<file path="config.mk">
export PLATFORM = sky130hd
export DESIGN_NAME = bridge_pwm
export DESIGN_NICKNAME = d
export VERILOG_FILES = /design/src/rtl/bridge_pwm_pkg.sv /design/src/rtl/bridge_pwm.sv
export SDC_FILE = /design/constraint.sdc
export NUM_CORES = 1
export LEC_CHECK = 0
export ABC_CLOCK_PERIOD_IN_PS = 3500
export BUFFER_PORTS_ARGS = -buffer_cell sky130_fd_sc_hd__buf_2
export CAP_MARGIN = 20
export CORE_MARGIN = 8
export CORE_UTILIZATION = 43
export DETAILED_ROUTE_END_ITERATION = 8
export GPL_ROUTABILITY_DRIVEN = 0
export PLACE_DENSITY_LB_ADDON = 0.12
export REMOVE_ABC_BUFFERS = 1
export SLEW_MARGIN = 30
export SYNTH_ARGS = -nofsm -noshare
export SYNTH_HDL_FRONTEND = slang
export SYNTH_SLANG_ARGS = --single-unit
</file>
<file path="constraint.sdc">
create_clock -name clk_i -period 3.5 [get_ports clk_i]
set_input_delay 0.525 -clock clk_i [delete_from_list [all_inputs] [get_ports clk_i]]
set_output_delay 0.525 -clock clk_i [all_outputs]
set_load 0.02 [all_outputs]
</file>
<file path="src/rtl/bridge_pwm_pkg.sv">
// constants and carrier types of the bridge pwm stage
`default_nettype none
package bridge_pwm_pkg;
   // -----------------------------------------------------------
   // register byte offsets
   // -----------------------------------------------------------
   localparam logic [7:0] OFS_PERIOD   = 8'h00;
   localparam logic [7:0] OFS_DUTY     = 8'h04;
   localparam logic [7:0] OFS_MODE     = 8'h08;
   localparam logic [7:0] OFS_DEADBAND = 8'h0c;
   localparam logic [7:0] OFS_SHUTDOWN = 8'h10;
   localparam logic [7:0] OFS_PRESCALE = 8'h14;
   localparam logic [7:0] OFS_STATUS   = 8'h18;
   // -----------------------------------------------------------
   // reset values
   // -----------------------------------------------------------
   localparam logic [7:0] RST_PERIOD   = 8'hff;
   localparam logic [7:0] RST_BYTE     = 8'h00;
   localparam logic [1:0] RST_PRESCALE = 2'h0;
   // -----------------------------------------------------------
   // field positions and codes
   // -----------------------------------------------------------
   localparam int MODE_CFG_HI    = 7;
   localparam int MODE_DIR_BIT   = 7;
   localparam int MODE_DUTY_HI   = 5;
   localparam int MODE_POL_AC    = 1;
   localparam int MODE_POL_BD    = 0;
   localparam int SD_STATUS_BIT  = 7;
   localparam int SD_SRC_HI      = 6;
   localparam int STAT_FLAG_BIT  = 0;
   localparam logic [1:0] MODE_PWM     = 2'h3;
   localparam logic [1:0] CFG_SINGLE   = 2'h0;
   localparam logic [1:0] CFG_HALF     = 2'h2;
   localparam logic [3:0] OE_SINGLE    = 4'h1;
   localparam logic [3:0] OE_HALF      = 4'h3;
   localparam logic [3:0] OE_FULL      = 4'hf;
   // -----------------------------------------------------------
   // timing: one instruction cycle is four oscillator clocks
   // -----------------------------------------------------------
   localparam int         CLK_PERIOD_NS = 5;
   localparam int         TCY_NS        = 20;
   localparam int         TCY_CLKS      = TCY_NS / CLK_PERIOD_NS;
   localparam logic [3:0] PRE_MAX_1     = 4'h0;
   localparam logic [3:0] PRE_MAX_4     = 4'h3;
   localparam logic [3:0] PRE_MAX_16    = 4'hf;
   // -----------------------------------------------------------
   // carrier for the four bridge pins, index 0..3 = a..d
   // -----------------------------------------------------------
   typedef struct packed {
      logic [3:0] drive;
      logic [3:0] oe;
   } pins_type;
endpackage
`default_nettype wire

</file>
<file path="src/rtl/bridge_pwm.sv">
// enhanced bridge pwm stage with dead band and auto shutdown
// How it works
// - period is four clocks times (period_limit plus one) times prescale
// - pulse width is one clock times 10-bit duty times prescale
// - dead band lasts four clocks times the 7-bit deadband_count
// - half bridge drives pwm on a and its complement on b
// - half bridge delays each turn-on edge by the dead band
// - dead band longer than the pulse keeps that output inactive
// - full forward: a active, d modulated, b and c inactive
// - full reverse: c active, b modulated, a and d inactive
// - direction_select change takes effect from the next pwm cycle
// - direction change: b, d inactive first, swap a/c, resume next period
// - a and c swap one prescaled clock before period end
// - full bridge applies no dead band
// - mode_select low bits set polarity of pairs a/c and b/d
// - period_match_flag sets as the second pwm period begins
// - shutdown from fault_input low, comparator 1, 2, or firmware
// - outputs stay held in shutdown until the first period end after shutdown_status clears
// - shutdown sets shutdown_status until firmware clears it
// - shutdown forces enabled outputs at once, not at a boundary
// - each pair takes its own shutdown state: high, low or float
// - shutdown state 00 low, 01 high, 1x high impedance
// - source codes: 000 off, bit0 cmp1, bit1 cmp2, bit2 fault low
// - output_config 00 single, 01 fwd, 10 half, 11 reverse
// - mode_select 11xx is pwm; bit1 a/c low, bit0 b/d low
//
// Our own choices: the address map and the Wishbone slave port.
`default_nettype none
module bridge_pwm (
   input  wire logic                     clk_i,
   input  wire logic                     rst_i,
   input  wire logic                     ce_i,
   input  wire logic                     cyc_i,
   input  wire logic                     stb_i,
   input  wire logic                     we_i,
   input  wire logic [7:0]               adr_i,
   input  wire logic [3:0]               sel_i,
   input  wire logic [31:0]              dat_i,
   output logic      [31:0]              dat_o,
   output logic                          ack_o,
   input  wire logic                     fault_input_n_i,
   input  wire logic                     cmp1_i,
   input  wire logic                     cmp2_i,
   output bridge_pwm_pkg::pins_type      pins_o
);
   import bridge_pwm_pkg::*;

   // -----------------------------------------------------------
   // register bus
   // -----------------------------------------------------------
   logic [7:0]  period_limit_q;
   logic [7:0]  duty_high_byte_q;
   logic [7:0]  pwm_mode_control_q;
   logic [7:0]  deadband_control_q;
   logic [6:0]  shutdown_control_q;
   logic [1:0]  prescale_q;
   logic        shutdown_status_q;
   logic        period_match_flag_q;
   logic        ack_q;
   logic [31:0] dat_q;
   logic [31:0] rd_data;
   logic [7:0]  period_timer_q;

   wire logic req     = cyc_i & stb_i & ~ack_q;
   wire logic wr      = req & we_i & sel_i[0];
   wire logic wr_per  = wr & (adr_i == OFS_PERIOD);
   wire logic wr_duty = wr & (adr_i == OFS_DUTY);
   wire logic wr_mode = wr & (adr_i == OFS_MODE);
   wire logic wr_db   = wr & (adr_i == OFS_DEADBAND);
   wire logic wr_sd   = wr & (adr_i == OFS_SHUTDOWN);
   wire logic wr_pre  = wr & (adr_i == OFS_PRESCALE);
   wire logic wr_stat = wr & (adr_i == OFS_STATUS);

   always_comb begin
      case (adr_i)
         OFS_PERIOD:   rd_data = {24'h0, period_limit_q};
         OFS_DUTY:     rd_data = {24'h0, duty_high_byte_q};
         OFS_MODE:     rd_data = {24'h0, pwm_mode_control_q};
         OFS_DEADBAND: rd_data = {24'h0, deadband_control_q};
         OFS_SHUTDOWN:
            rd_data = {24'h0, shutdown_status_q, shutdown_control_q};
         OFS_PRESCALE: rd_data = {30'h0, prescale_q};
         OFS_STATUS:
            rd_data = {16'h0, period_timer_q, 7'h0,
                       period_match_flag_q};
         default:      rd_data = 32'h0;
      endcase
   end

   // unmapped addresses still ack, read zero and drop writes
   always_ff @(posedge clk_i) begin
      if (rst_i) begin
         ack_q <= 1'b0;
         dat_q <= 32'h0;
      end else if (ce_i) begin
         ack_q <= req;
         dat_q <= req ? rd_data : dat_q;
      end
   end

   assign ack_o = ack_q;
   assign dat_o = dat_q;

   always_ff @(posedge clk_i) begin
      if (rst_i) begin
         period_limit_q     <= RST_PERIOD;
         duty_high_byte_q   <= RST_BYTE;
         pwm_mode_control_q <= RST_BYTE;
         deadband_control_q <= RST_BYTE;
         shutdown_control_q <= RST_BYTE[6:0];
         prescale_q         <= RST_PRESCALE;
      end else if (ce_i) begin
         if (wr_per)  period_limit_q     <= dat_i[7:0];
         if (wr_duty) duty_high_byte_q   <= dat_i[7:0];
         if (wr_mode) pwm_mode_control_q <= dat_i[7:0];
         if (wr_db)   deadband_control_q <= dat_i[7:0];
         if (wr_sd)   shutdown_control_q <= dat_i[6:0];
         if (wr_pre)  prescale_q         <= dat_i[1:0];
      end
   end

   // -----------------------------------------------------------
   // pin synchronisers: bit 0 fault, 1 comparator 1, 2 comp. 2
   // -----------------------------------------------------------
   logic [2:0] meta_q;
   logic [2:0] pin_q;

   always_ff @(posedge clk_i) begin
      if (rst_i) begin
         meta_q <= 3'h1;
         pin_q  <= 3'h1;
      end else if (ce_i) begin
         meta_q <= {cmp2_i, cmp1_i, fault_input_n_i};
         pin_q  <= meta_q;
      end
   end

   // -----------------------------------------------------------
   // time base
   // -----------------------------------------------------------
   wire logic [1:0] mode_sel = pwm_mode_control_q[3:2];
   wire logic [1:0] out_cfg  = pwm_mode_control_q[MODE_CFG_HI -: 2];
   wire logic       cfg_dir  = pwm_mode_control_q[MODE_DIR_BIT];
   wire logic pwm_on = (mode_sel == MODE_PWM);
   wire logic half   = pwm_on & (out_cfg == CFG_HALF);
   wire logic full   = pwm_on & out_cfg[0];
   wire logic single = pwm_on & (out_cfg == CFG_SINGLE);

   logic [3:0] pre_max;
   logic [3:0] pre_cnt_q;
   logic [1:0] q_q;
   logic [9:0] duty_q;

   always_comb begin
      case (prescale_q)
         2'h0:    pre_max = PRE_MAX_1;
         2'h1:    pre_max = PRE_MAX_4;
         default: pre_max = PRE_MAX_16;
      endcase
   end

   wire logic pre_tick   = (pre_cnt_q == pre_max);
   wire logic last_step  = (period_timer_q == period_limit_q)
                           & (q_q == 2'h3);
   wire logic period_end = pwm_on & pre_tick & last_step;
   wire logic [9:0] duty_new = {duty_high_byte_q,
                                pwm_mode_control_q[MODE_DUTY_HI -: 2]};

   // the time base sits reset while pwm is off, so enabling always
   // starts a clean period and never a partial waveform
   always_ff @(posedge clk_i) begin
      if (rst_i) begin
         pre_cnt_q      <= 4'h0;
         q_q            <= 2'h0;
         period_timer_q <= 8'h0;
         duty_q         <= 10'h0;
      end else if (ce_i) begin
         if (!pwm_on) begin
            pre_cnt_q      <= 4'h0;
            q_q            <= 2'h0;
            period_timer_q <= 8'h0;
            duty_q         <= duty_new;
         end else if (pre_tick) begin
            pre_cnt_q <= 4'h0;
            q_q       <= q_q + 2'h1;
            if (period_end) begin
               period_timer_q <= 8'h0;
               duty_q         <= duty_new;
            end else if (q_q == 2'h3) begin
               period_timer_q <= period_timer_q + 8'h1;
            end
         end else begin
            pre_cnt_q <= pre_cnt_q + 4'h1;
         end
      end
   end

   // each fine step of the timer lasts one prescaled clock
   wire logic raw = ({period_timer_q, q_q} < duty_q);

   // -----------------------------------------------------------
   // period flag, set wins over a write-one clear
   // -----------------------------------------------------------
   always_ff @(posedge clk_i) begin
      if (rst_i) begin
         period_match_flag_q <= 1'b0;
      end else if (ce_i) begin
         if (period_end) begin
            period_match_flag_q <= 1'b1;
         end else if (wr_stat && dat_i[STAT_FLAG_BIT]) begin
            period_match_flag_q <= 1'b0;
         end
      end
   end

   // -----------------------------------------------------------
   // full bridge direction
   // -----------------------------------------------------------
   logic dir_q;

   always_ff @(posedge clk_i) begin
      if (rst_i) begin
         dir_q <= 1'b0;
      end else if (ce_i) begin
         if (!pwm_on || period_end) dir_q <= cfg_dir;
      end
   end

   wire logic pend   = full & (cfg_dir != dir_q);
   // a and c swap during the last prescaled clock of the period
   wire logic ac_dir = (pend & last_step) ? cfg_dir : dir_q;

   // -----------------------------------------------------------
   // dead band for the half bridge pair
   // -----------------------------------------------------------
   wire logic [8:0] db_target = {deadband_control_q[6:0], 2'b00};
   logic [1:0] want;
   logic [8:0] db_cnt_q [2];
   logic [1:0] db_act;

   assign want = {~raw, raw};

   always_ff @(posedge clk_i) begin
      if (rst_i) begin
         db_cnt_q[0] <= 9'h0;
         db_cnt_q[1] <= 9'h0;
      end else if (ce_i) begin
         for (int i = 0; i < 2; i++) begin
            if (!want[i] || !half) begin
               db_cnt_q[i] <= 9'h0;
            end else if (db_cnt_q[i] != db_target) begin
               db_cnt_q[i] <= db_cnt_q[i] + 9'h1;
            end
         end
      end
   end

   // a pulse shorter than the delay ends before the count does
   assign db_act[0] = want[0] & (db_cnt_q[0] == db_target);
   assign db_act[1] = want[1] & (db_cnt_q[1] == db_target);

   // -----------------------------------------------------------
   // active levels per mode, index 0..3 = a..d
   // -----------------------------------------------------------
   logic [3:0] act;
   logic [3:0] oe_mode;

   always_comb begin
      act     = 4'h0;
      oe_mode = 4'h0;
      if (half) begin
         act     = {2'b00, db_act};
         oe_mode = OE_HALF;
      end else if (full) begin
         // no dead band in the full bridge
         act[0]  = ~ac_dir;
         act[2]  = ac_dir;
         act[3]  = raw & ~dir_q & ~pend;
         act[1]  = raw & dir_q & ~pend;
         oe_mode = OE_FULL;
      end else if (single) begin
         act[0]  = raw;
         oe_mode = OE_SINGLE;
      end
   end

   wire logic pol_ac = pwm_mode_control_q[MODE_POL_AC];
   wire logic pol_bd = pwm_mode_control_q[MODE_POL_BD];
   wire logic [3:0] pol  = {pol_bd, pol_ac, pol_bd, pol_ac};
   wire logic [3:0] level = act ^ pol;

   // -----------------------------------------------------------
   // auto shutdown
   // -----------------------------------------------------------
   wire logic [2:0] sd_src = shutdown_control_q[SD_SRC_HI -: 3];
   wire logic       sd_cond = (sd_src[0] & pin_q[1])
                            | (sd_src[1] & pin_q[2])
                            | (sd_src[2] & ~pin_q[0]);
   wire logic fw_set = wr_sd & dat_i[SD_STATUS_BIT];
   wire logic fw_clr = wr_sd & ~dat_i[SD_STATUS_BIT];
   logic hold_q;

   // status cannot be cleared while the level cause persists
   always_ff @(posedge clk_i) begin
      if (rst_i) begin
         shutdown_status_q <= 1'b0;
         hold_q            <= 1'b0;
      end else if (ce_i) begin
         if (sd_cond || fw_set) begin
            shutdown_status_q <= 1'b1;
         end else if (fw_clr) begin
            shutdown_status_q <= 1'b0;
         end
         if (shutdown_status_q || sd_cond) begin
            hold_q <= 1'b1;
         end else if (period_end) begin
            hold_q <= 1'b0;
         end
      end
   end

   // the synced cause forces pins the same cycle, without waiting
   // for the status register or a period edge
   wire logic sd_now = sd_cond | shutdown_status_q | hold_q;
   wire logic [1:0] pss_ac = shutdown_control_q[3:2];
   wire logic [1:0] pss_bd = shutdown_control_q[1:0];
   wire logic [3:0] sd_lvl = {pss_bd[0], pss_ac[0],
                              pss_bd[0], pss_ac[0]};
   wire logic [3:0] sd_oe  = ~{pss_bd[1], pss_ac[1],
                               pss_bd[1], pss_ac[1]};

   // one assignment keeps the carrier a single-driver variable
   assign pins_o = {(sd_now ? sd_lvl : level) & oe_mode,
                    sd_now ? (oe_mode & sd_oe) : oe_mode};

   // -----------------------------------------------------------
   // checks
   // -----------------------------------------------------------
   logic [15:0] len_q;
   logic [15:0] hi_q;
   logic        stable_q;

   always_ff @(posedge clk_i) begin
      if (rst_i) begin
         len_q    <= 16'h0;
         hi_q     <= 16'h0;
         stable_q <= 1'b0;
      end else if (ce_i) begin
         len_q    <= period_end ? 16'h1 : len_q + 16'h1;
         hi_q     <= period_end ? {15'h0, raw} : hi_q + {15'h0, raw};
         stable_q <= wr ? 1'b0 : (period_end | stable_q) & pwm_on;
      end
   end

   // widened before the sum: a period limit of 255 overflows 10 bits
   wire logic [15:0] pre_fac = {12'h0, pre_max} + 16'h1;
   wire logic [15:0] exp_len = ({6'h0, period_limit_q, 2'b00} + 16'h4)
                               * pre_fac;
   wire logic [15:0] exp_hi  = {6'h0, duty_q} * pre_fac;

   AST_PERIOD_LEN: assert property (
      @(posedge clk_i) disable iff (rst_i)
      period_end && ce_i && stable_q |-> len_q == exp_len)
      else $error("pwm period length wrong");
   AST_DUTY_LEN: assert property (
      @(posedge clk_i) disable iff (rst_i)
      ce_i && stable_q && !raw && $past(raw) && !period_end
      |-> hi_q == exp_hi)
      else $error("pulse width wrong");
   AST_DB_DELAY: assert property (
      @(posedge clk_i) disable iff (rst_i)
      ce_i && half && deadband_control_q[6:0] != 7'h0
      && want[0] && !$past(want[0]) |-> !db_act[0][*4])
      else $error("dead band not applied");
   AST_HALF_COMP: assert property (
      @(posedge clk_i) disable iff (rst_i)
      half |-> !(act[0] && act[1]))
      else $error("half bridge outputs overlap");
   AST_FWD: assert property (
      @(posedge clk_i) disable iff (rst_i)
      full && !dir_q && !pend |-> act[0] && !act[1] && !act[2])
      else $error("forward pattern wrong");
   AST_REV: assert property (
      @(posedge clk_i) disable iff (rst_i)
      full && dir_q && !pend |-> act[2] && !act[0] && !act[3])
      else $error("reverse pattern wrong");
   AST_DIR_SWAP: assert property (
      @(posedge clk_i) disable iff (rst_i)
      pend |-> !act[1] && !act[3])
      else $error("modulated outputs active during turn");
   AST_DIR_NEXT: assert property (
      @(posedge clk_i) disable iff (rst_i)
      ce_i && period_end && pend |=> dir_q == $past(cfg_dir))
      else $error("direction not applied at period");
   AST_SD_SET: assert property (
      @(posedge clk_i) disable iff (rst_i)
      ce_i && sd_cond |=> shutdown_status_q && pins_o.oe == (oe_mode
      & sd_oe))
      else $error("shutdown not latched");
   AST_SD_PIN: assert property (
      @(posedge clk_i) disable iff (rst_i)
      sd_cond && oe_mode[0] && !pss_ac[1]
      |-> pins_o.oe[0] && pins_o.drive[0] == pss_ac[0])
      else $error("shutdown level on pin a wrong");
   AST_FLAG: assert property (
      @(posedge clk_i) disable iff (rst_i)
      ce_i && period_end |=> period_match_flag_q)
      else $error("period flag not set");

   COV_DIR: cover property (@(posedge clk_i) pend ##1 !pend);
   COV_SD: cover property (@(posedge clk_i) sd_cond ##1 !hold_q);
   COV_DB: cover property (@(posedge clk_i) half && $rose(db_act[1]));

endmodule // bridge_pwm
`default_nettype wire

</file>
# ---- After elaboration in Yosys (flattened, before gate mapping)
# Memories as Yosys holds them, arrays and structs flattened.
# Cells that the tools add are included.
dict set report word_totals {
  reg_bits 108
  latchBits 0
  mem_bits_rw 18
  mem_bits_ro 0
  inputBits 53
  n_memories 1
}
# name depth word_bits rd rd_ports_with_merged_regs wr line_no
set memory_table {}
lappend memory_table {db_cnt_q 2 9 2 0 2 bridge_pwm.sv:238} ;# logic [8:0] db_cnt_q [2];
dict set report classes {
  addsub 5
  n_mul 0
  div 0
  order_cmp 1
  eq_ne 20
  n_shift 0
  n_mux 53
  bitwise 49
  reduce_logical 29
}
# operator n
set op_table {}
lappend op_table {{$pmux W16 S7} 1}
lappend op_table {{$mux W9} 4}
lappend op_table {{$mux W8} 4}
lappend op_table {{$and A1 B1 Y1} 30}
lappend op_table {{$mux W1} 30}
lappend op_table {{$mux W10} 3}
lappend op_table {{$mux W4} 7}
lappend op_table {{$eq A8 B5 Y1 const B} 3}
lappend op_table {{$reduce_and A2 Y1} 12}
lappend op_table {{$add A9 B1 Y9 const B} 2}
lappend op_table {{$eq A9 B9 Y1} 2}
lappend op_table {{$ne A9 B9 Y1} 2}
lappend op_table {{$eq A8 B4 Y1 const B} 2}
lappend op_table {{$lt A10 B10 Y1} 1}
lappend op_table {{$add A8 B1 Y8 const B} 1}
lappend op_table {{$and A4 B4 Y4} 2}
lappend op_table {{$eq A8 B3 Y1 const B} 1}
lappend op_table {{$eq A8 B8 Y1} 1}
lappend op_table {{$logic_not A8 Y1} 1}
lappend op_table {{$or A1 B1 Y1} 8}
lappend op_table {{$pmux W4 S2} 1}
lappend op_table {{$not A1 Y1} 7}
lappend op_table {{$eq A2 B2 Y1 const B} 3}
lappend op_table {{$reduce_and A3 Y1} 2}
lappend op_table {{other kinds (16)} 27}

# ---- Logic depth before layout (Yosys ltp)
dict set report logic_depth {
  ltp_word 11
  depth_mapped 9
  ltp_nobuf 8
}

# ---- Least setup slack after synthesis
# OpenSTA, ideal clock, no wires.
dict set report synth_path {
  path_kind {reg-to-output}
  from {reg period_timer_q[5]}
  to {out pins_o[5] in the netlist's numbering}
  arrival_time_ns 2.470
  required_ns 2.975
  path_slack_ns 0.505
  stages_incl_launch_ff 8
  path_buffers 0
  path_cell_list {dfxtp_1 ha_1 a211o_1 a21oi_1 o31ai_1 or3_1 and3_1 o41ai_1}
}
# element line_no
set synth_rtl {}
lappend synth_rtl {{from (decl)} bridge_pwm.sv:62} ;# logic [7:0] period_timer_q;
lappend synth_rtl {{from (signal assigned)} bridge_pwm.sv:190} ;# period_timer_q <= period_timer_q + 8'h1;
lappend synth_rtl {{to (decl)} bridge_pwm.sv:44} ;# output bridge_pwm_pkg::pins_type pins_o

==> metrics.cfg <==
[status]
status=finished, final reports clean

[route]
vias=4684
wl_met2_um=6787
route.detailed.drc=0
wl_met3_um=730
drt-total-wl_um=15170
wl_per_cell_um=17.89
wl_met1_um=7311
ant_nets=0
viasPerCell=5.524
firstDrtPassIters=4
drtIter0Drc=354
top_layer=met4

[global_route]
antenna_found_initial=0
grt_max_degree=51
grt_pass1_vias=4597
grt_pass1_wl_um=24490
track_usage_pct=17.28
grt.overflow.total=0

[placement]
dp_hpwl_um=11400
placed_cells=833
io_buffers=50
dp_slack_ns=0.4566

[worst_setup_path]
cp_slowest_stage_delay_ns=0.42
critPathCaptureType=primary output
path_max_fanout=6
worstPathRequired_ns=2.97
critical_path_buf_inv_count=1
crit_path_start_kind=flip-flop
crit_type=flip-flop to primary output
ff2ff_setup_slack_ns=0.96
path_delay_family=compound AO/OA/AOI/OAI gates
crit_slowest_cell=or3_1
path_cells=ha_1 -> a211o_1 -> a21oi_1 -> o31ai_2 -> or3_1 -> and3_1 -> o41ai_1 -> buf_2
critPathArrivalTime_ns=2.77

[cells_and_area]
stdcell_count=848
drive_gt1_share_pct=13.54
final_cell_mix=dfxtp_1, nor2_1, mux2i_1
num_antenna_cells=0
nets=737
syn_to_final_growth_pct=10.82
postLayoutCoreUtil_pct=48.76
final_common_cell=dfxtp_1
nFillCells=1326

[sta]
worst_slack_ns=0.2068
worstMarginPinSlew_ns=0.6723
finalHoldViolCount=0
max_freq_ghz=0.3037
report.final.slew_viol_count=0
fin_skew_ns=0.003055
final.min_clock_period_ns=3.293
setup_viol=0
rsz0062_at_grt=no
final.setup.tns_ns=0
fin_crit_sh_pct=94.09
slew_headroom_pct=55.01

[power]
power.net_switching_uw=584.2
peakVddDrop_v=0.0002405
p_int_mw=1.851
pwr-share-seq_pct=53.9
combPwrFrac_pct=6.9
p_clk_share_pct=39.2
switching_share_pct=23.99
powerDensity_mw_per_mm2=377.1
p_leak_nw=2.587

[clocking]
clkTransAtPathRegs_ns=0.07
clock-root-buffer=clkbuf_16
tritoncts=yes
cts_sinks=110
cts_buffers=9
cts-htree-levels=3
cts_setup_buffers=0
clkLatencyLatePin_ns=0.35
cts_max_path_buffers=2

[logic_synthesis]
synth_area_mm2=0.005827
synth-async-reset-ratio_pct=0
synth_cells=626
ys_warn_count=0
ys_ff_latch=110
synth_edf_count=18
synth_top_flop_cell=dfxtp_1
netlist_top_cells_area=dfxtp_1, edfxtp_1, mux2i_1
yosysSeqAreaShare_pct=40.88
syn_avg_cell_area_um2=9.308
synth_largest_area_cell=dfxtp_1
ys_types=60
synth_top_area_share_pct=31.61

[floorplanning]
rows=42
dieArea_mm2=0.01753
start_util_pct=44.00
ios=94
dieHeight_um=132.4
die_x_um=132.4
placeableCoreArea_mm2=0.01324

[worst_hold_path]
holdCritPathClass=primary input to flip-flop

[job]
drv_cap=0

[sequential cells by signal (all words and copies together) (netlist names), 2 cells and up]
register            count
db_cnt_q               18
dat_o                  16
duty_q                 10
deadband_control_q      8
duty_high_byte_q        8
period_limit_q          8
period_timer_q          8
pwm_mode_control_q      8
shutdown_control_q      7
pre_cnt_q               4
meta_q                  3
pin_q                   3
prescale_q              2
q_q                     2
[stage by stage]
step	power (mW)	cell area [µm²]	hold WS, ns
after floorplan	1.424	5633	0.4312
after global placement	1.506	6190	0.4349
after detailed placement	1.508	6190	0.4491
after CTS	2.459	6451	0.3729
after global routing	2.518	6457	0.4128
final	2.435	6457	0.3819
[per-layer routing]
metal	vias up	GRT usage, %
li1	2259	-
met1	2269	22.70
met2	131	26.97
met3	25	3.392
met4	0	7.382
met5	-	0
[power groups by stage]
| stage | clock network, mW | logic [mW] | registers [mW] |
|---|---|---|---|
| global placement | 0 | 0.165 | 1.34 |
| CTS | 0.979 | 0.168 | 1.31 |
| floorplan | 0 | 0.0850 | 1.34 |
| finish | 0.954 | 0.168 | 1.31 |
| detailed placement | 0 | 0.167 | 1.34 |
| global route | 1.02 | 0.184 | 1.31 |
[synthesized netlist by cell type, types with 2 or more instances]
cell type,instances
o21ai_0,9
mux4_2,2
edfxtp_1,18
o221ai_1,4
a221o_1,2
nand4_1,15
dfxtp_1,92
nor2b_1,3
xnor2_1,29
and3_1,16
ha_1,16
nor4_4,2
mux2i_1,53
inv_1,17
and4_1,3
a21o_1,3
o21a_1,2
or3_1,4
nor3_1,17
mux2_2,2
nand2b_1,28
and2_1,4
o211ai_1,2
a22oi_1,18
xor2_1,18
a211o_1,11
buf_2,5
nand3_1,25
nand2_1,39
nor2_1,76
clkbuf_1,19
a21oi_1,25
buf_4,20
[final timing paths]
path	startpoint	end	cells past startpoint
setup / recovery	period_timer_q[5]	pins_o[5]	8
hold / removal	fault_input_n_i	meta_q[0]	2
setup reg to reg	period_timer_q[4]	db_cnt_q[1][3]	6
hold reg to reg	dat_o[0]	dat_o[0]	2
[logic make-up (layout without fill, tap and decap cells)]
family,count (synthesis),after routing,share of synthesized area [%]
AO/OA/AOI/OAI,88,88,10.56
XOR/XNOR,47,47,7.065
adder cells (fa/ha/maj),16,16,3.436
buffers and inverters,62,93,5.390
flip-flops,110,110,40.88
multiplexers,57,57,10.26
other,1,16,0.06436
AND/OR/NAND/NOR,245,245,22.33
[area by class of cell]
class                      count  area [µm²]  share of cell area, %
inverter                      17       63.81                 0.9882
tap                          176       220.2                  3.410
clock buffer                  13       250.2                  3.875
multi-input combinational    469        3196                  49.49
sequential                   110        2384                  36.91
clock inverter                 2       11.26                 0.1744
timing repair buffer          61       332.8                  5.154
[what timing repair did]
item / in CTS / in global routing
hold buffers: 0 / 0
gates resized for setup: 0 / 2
setup endpoints to repair: 0 / 1
Power figures use the tool's default switching activity.
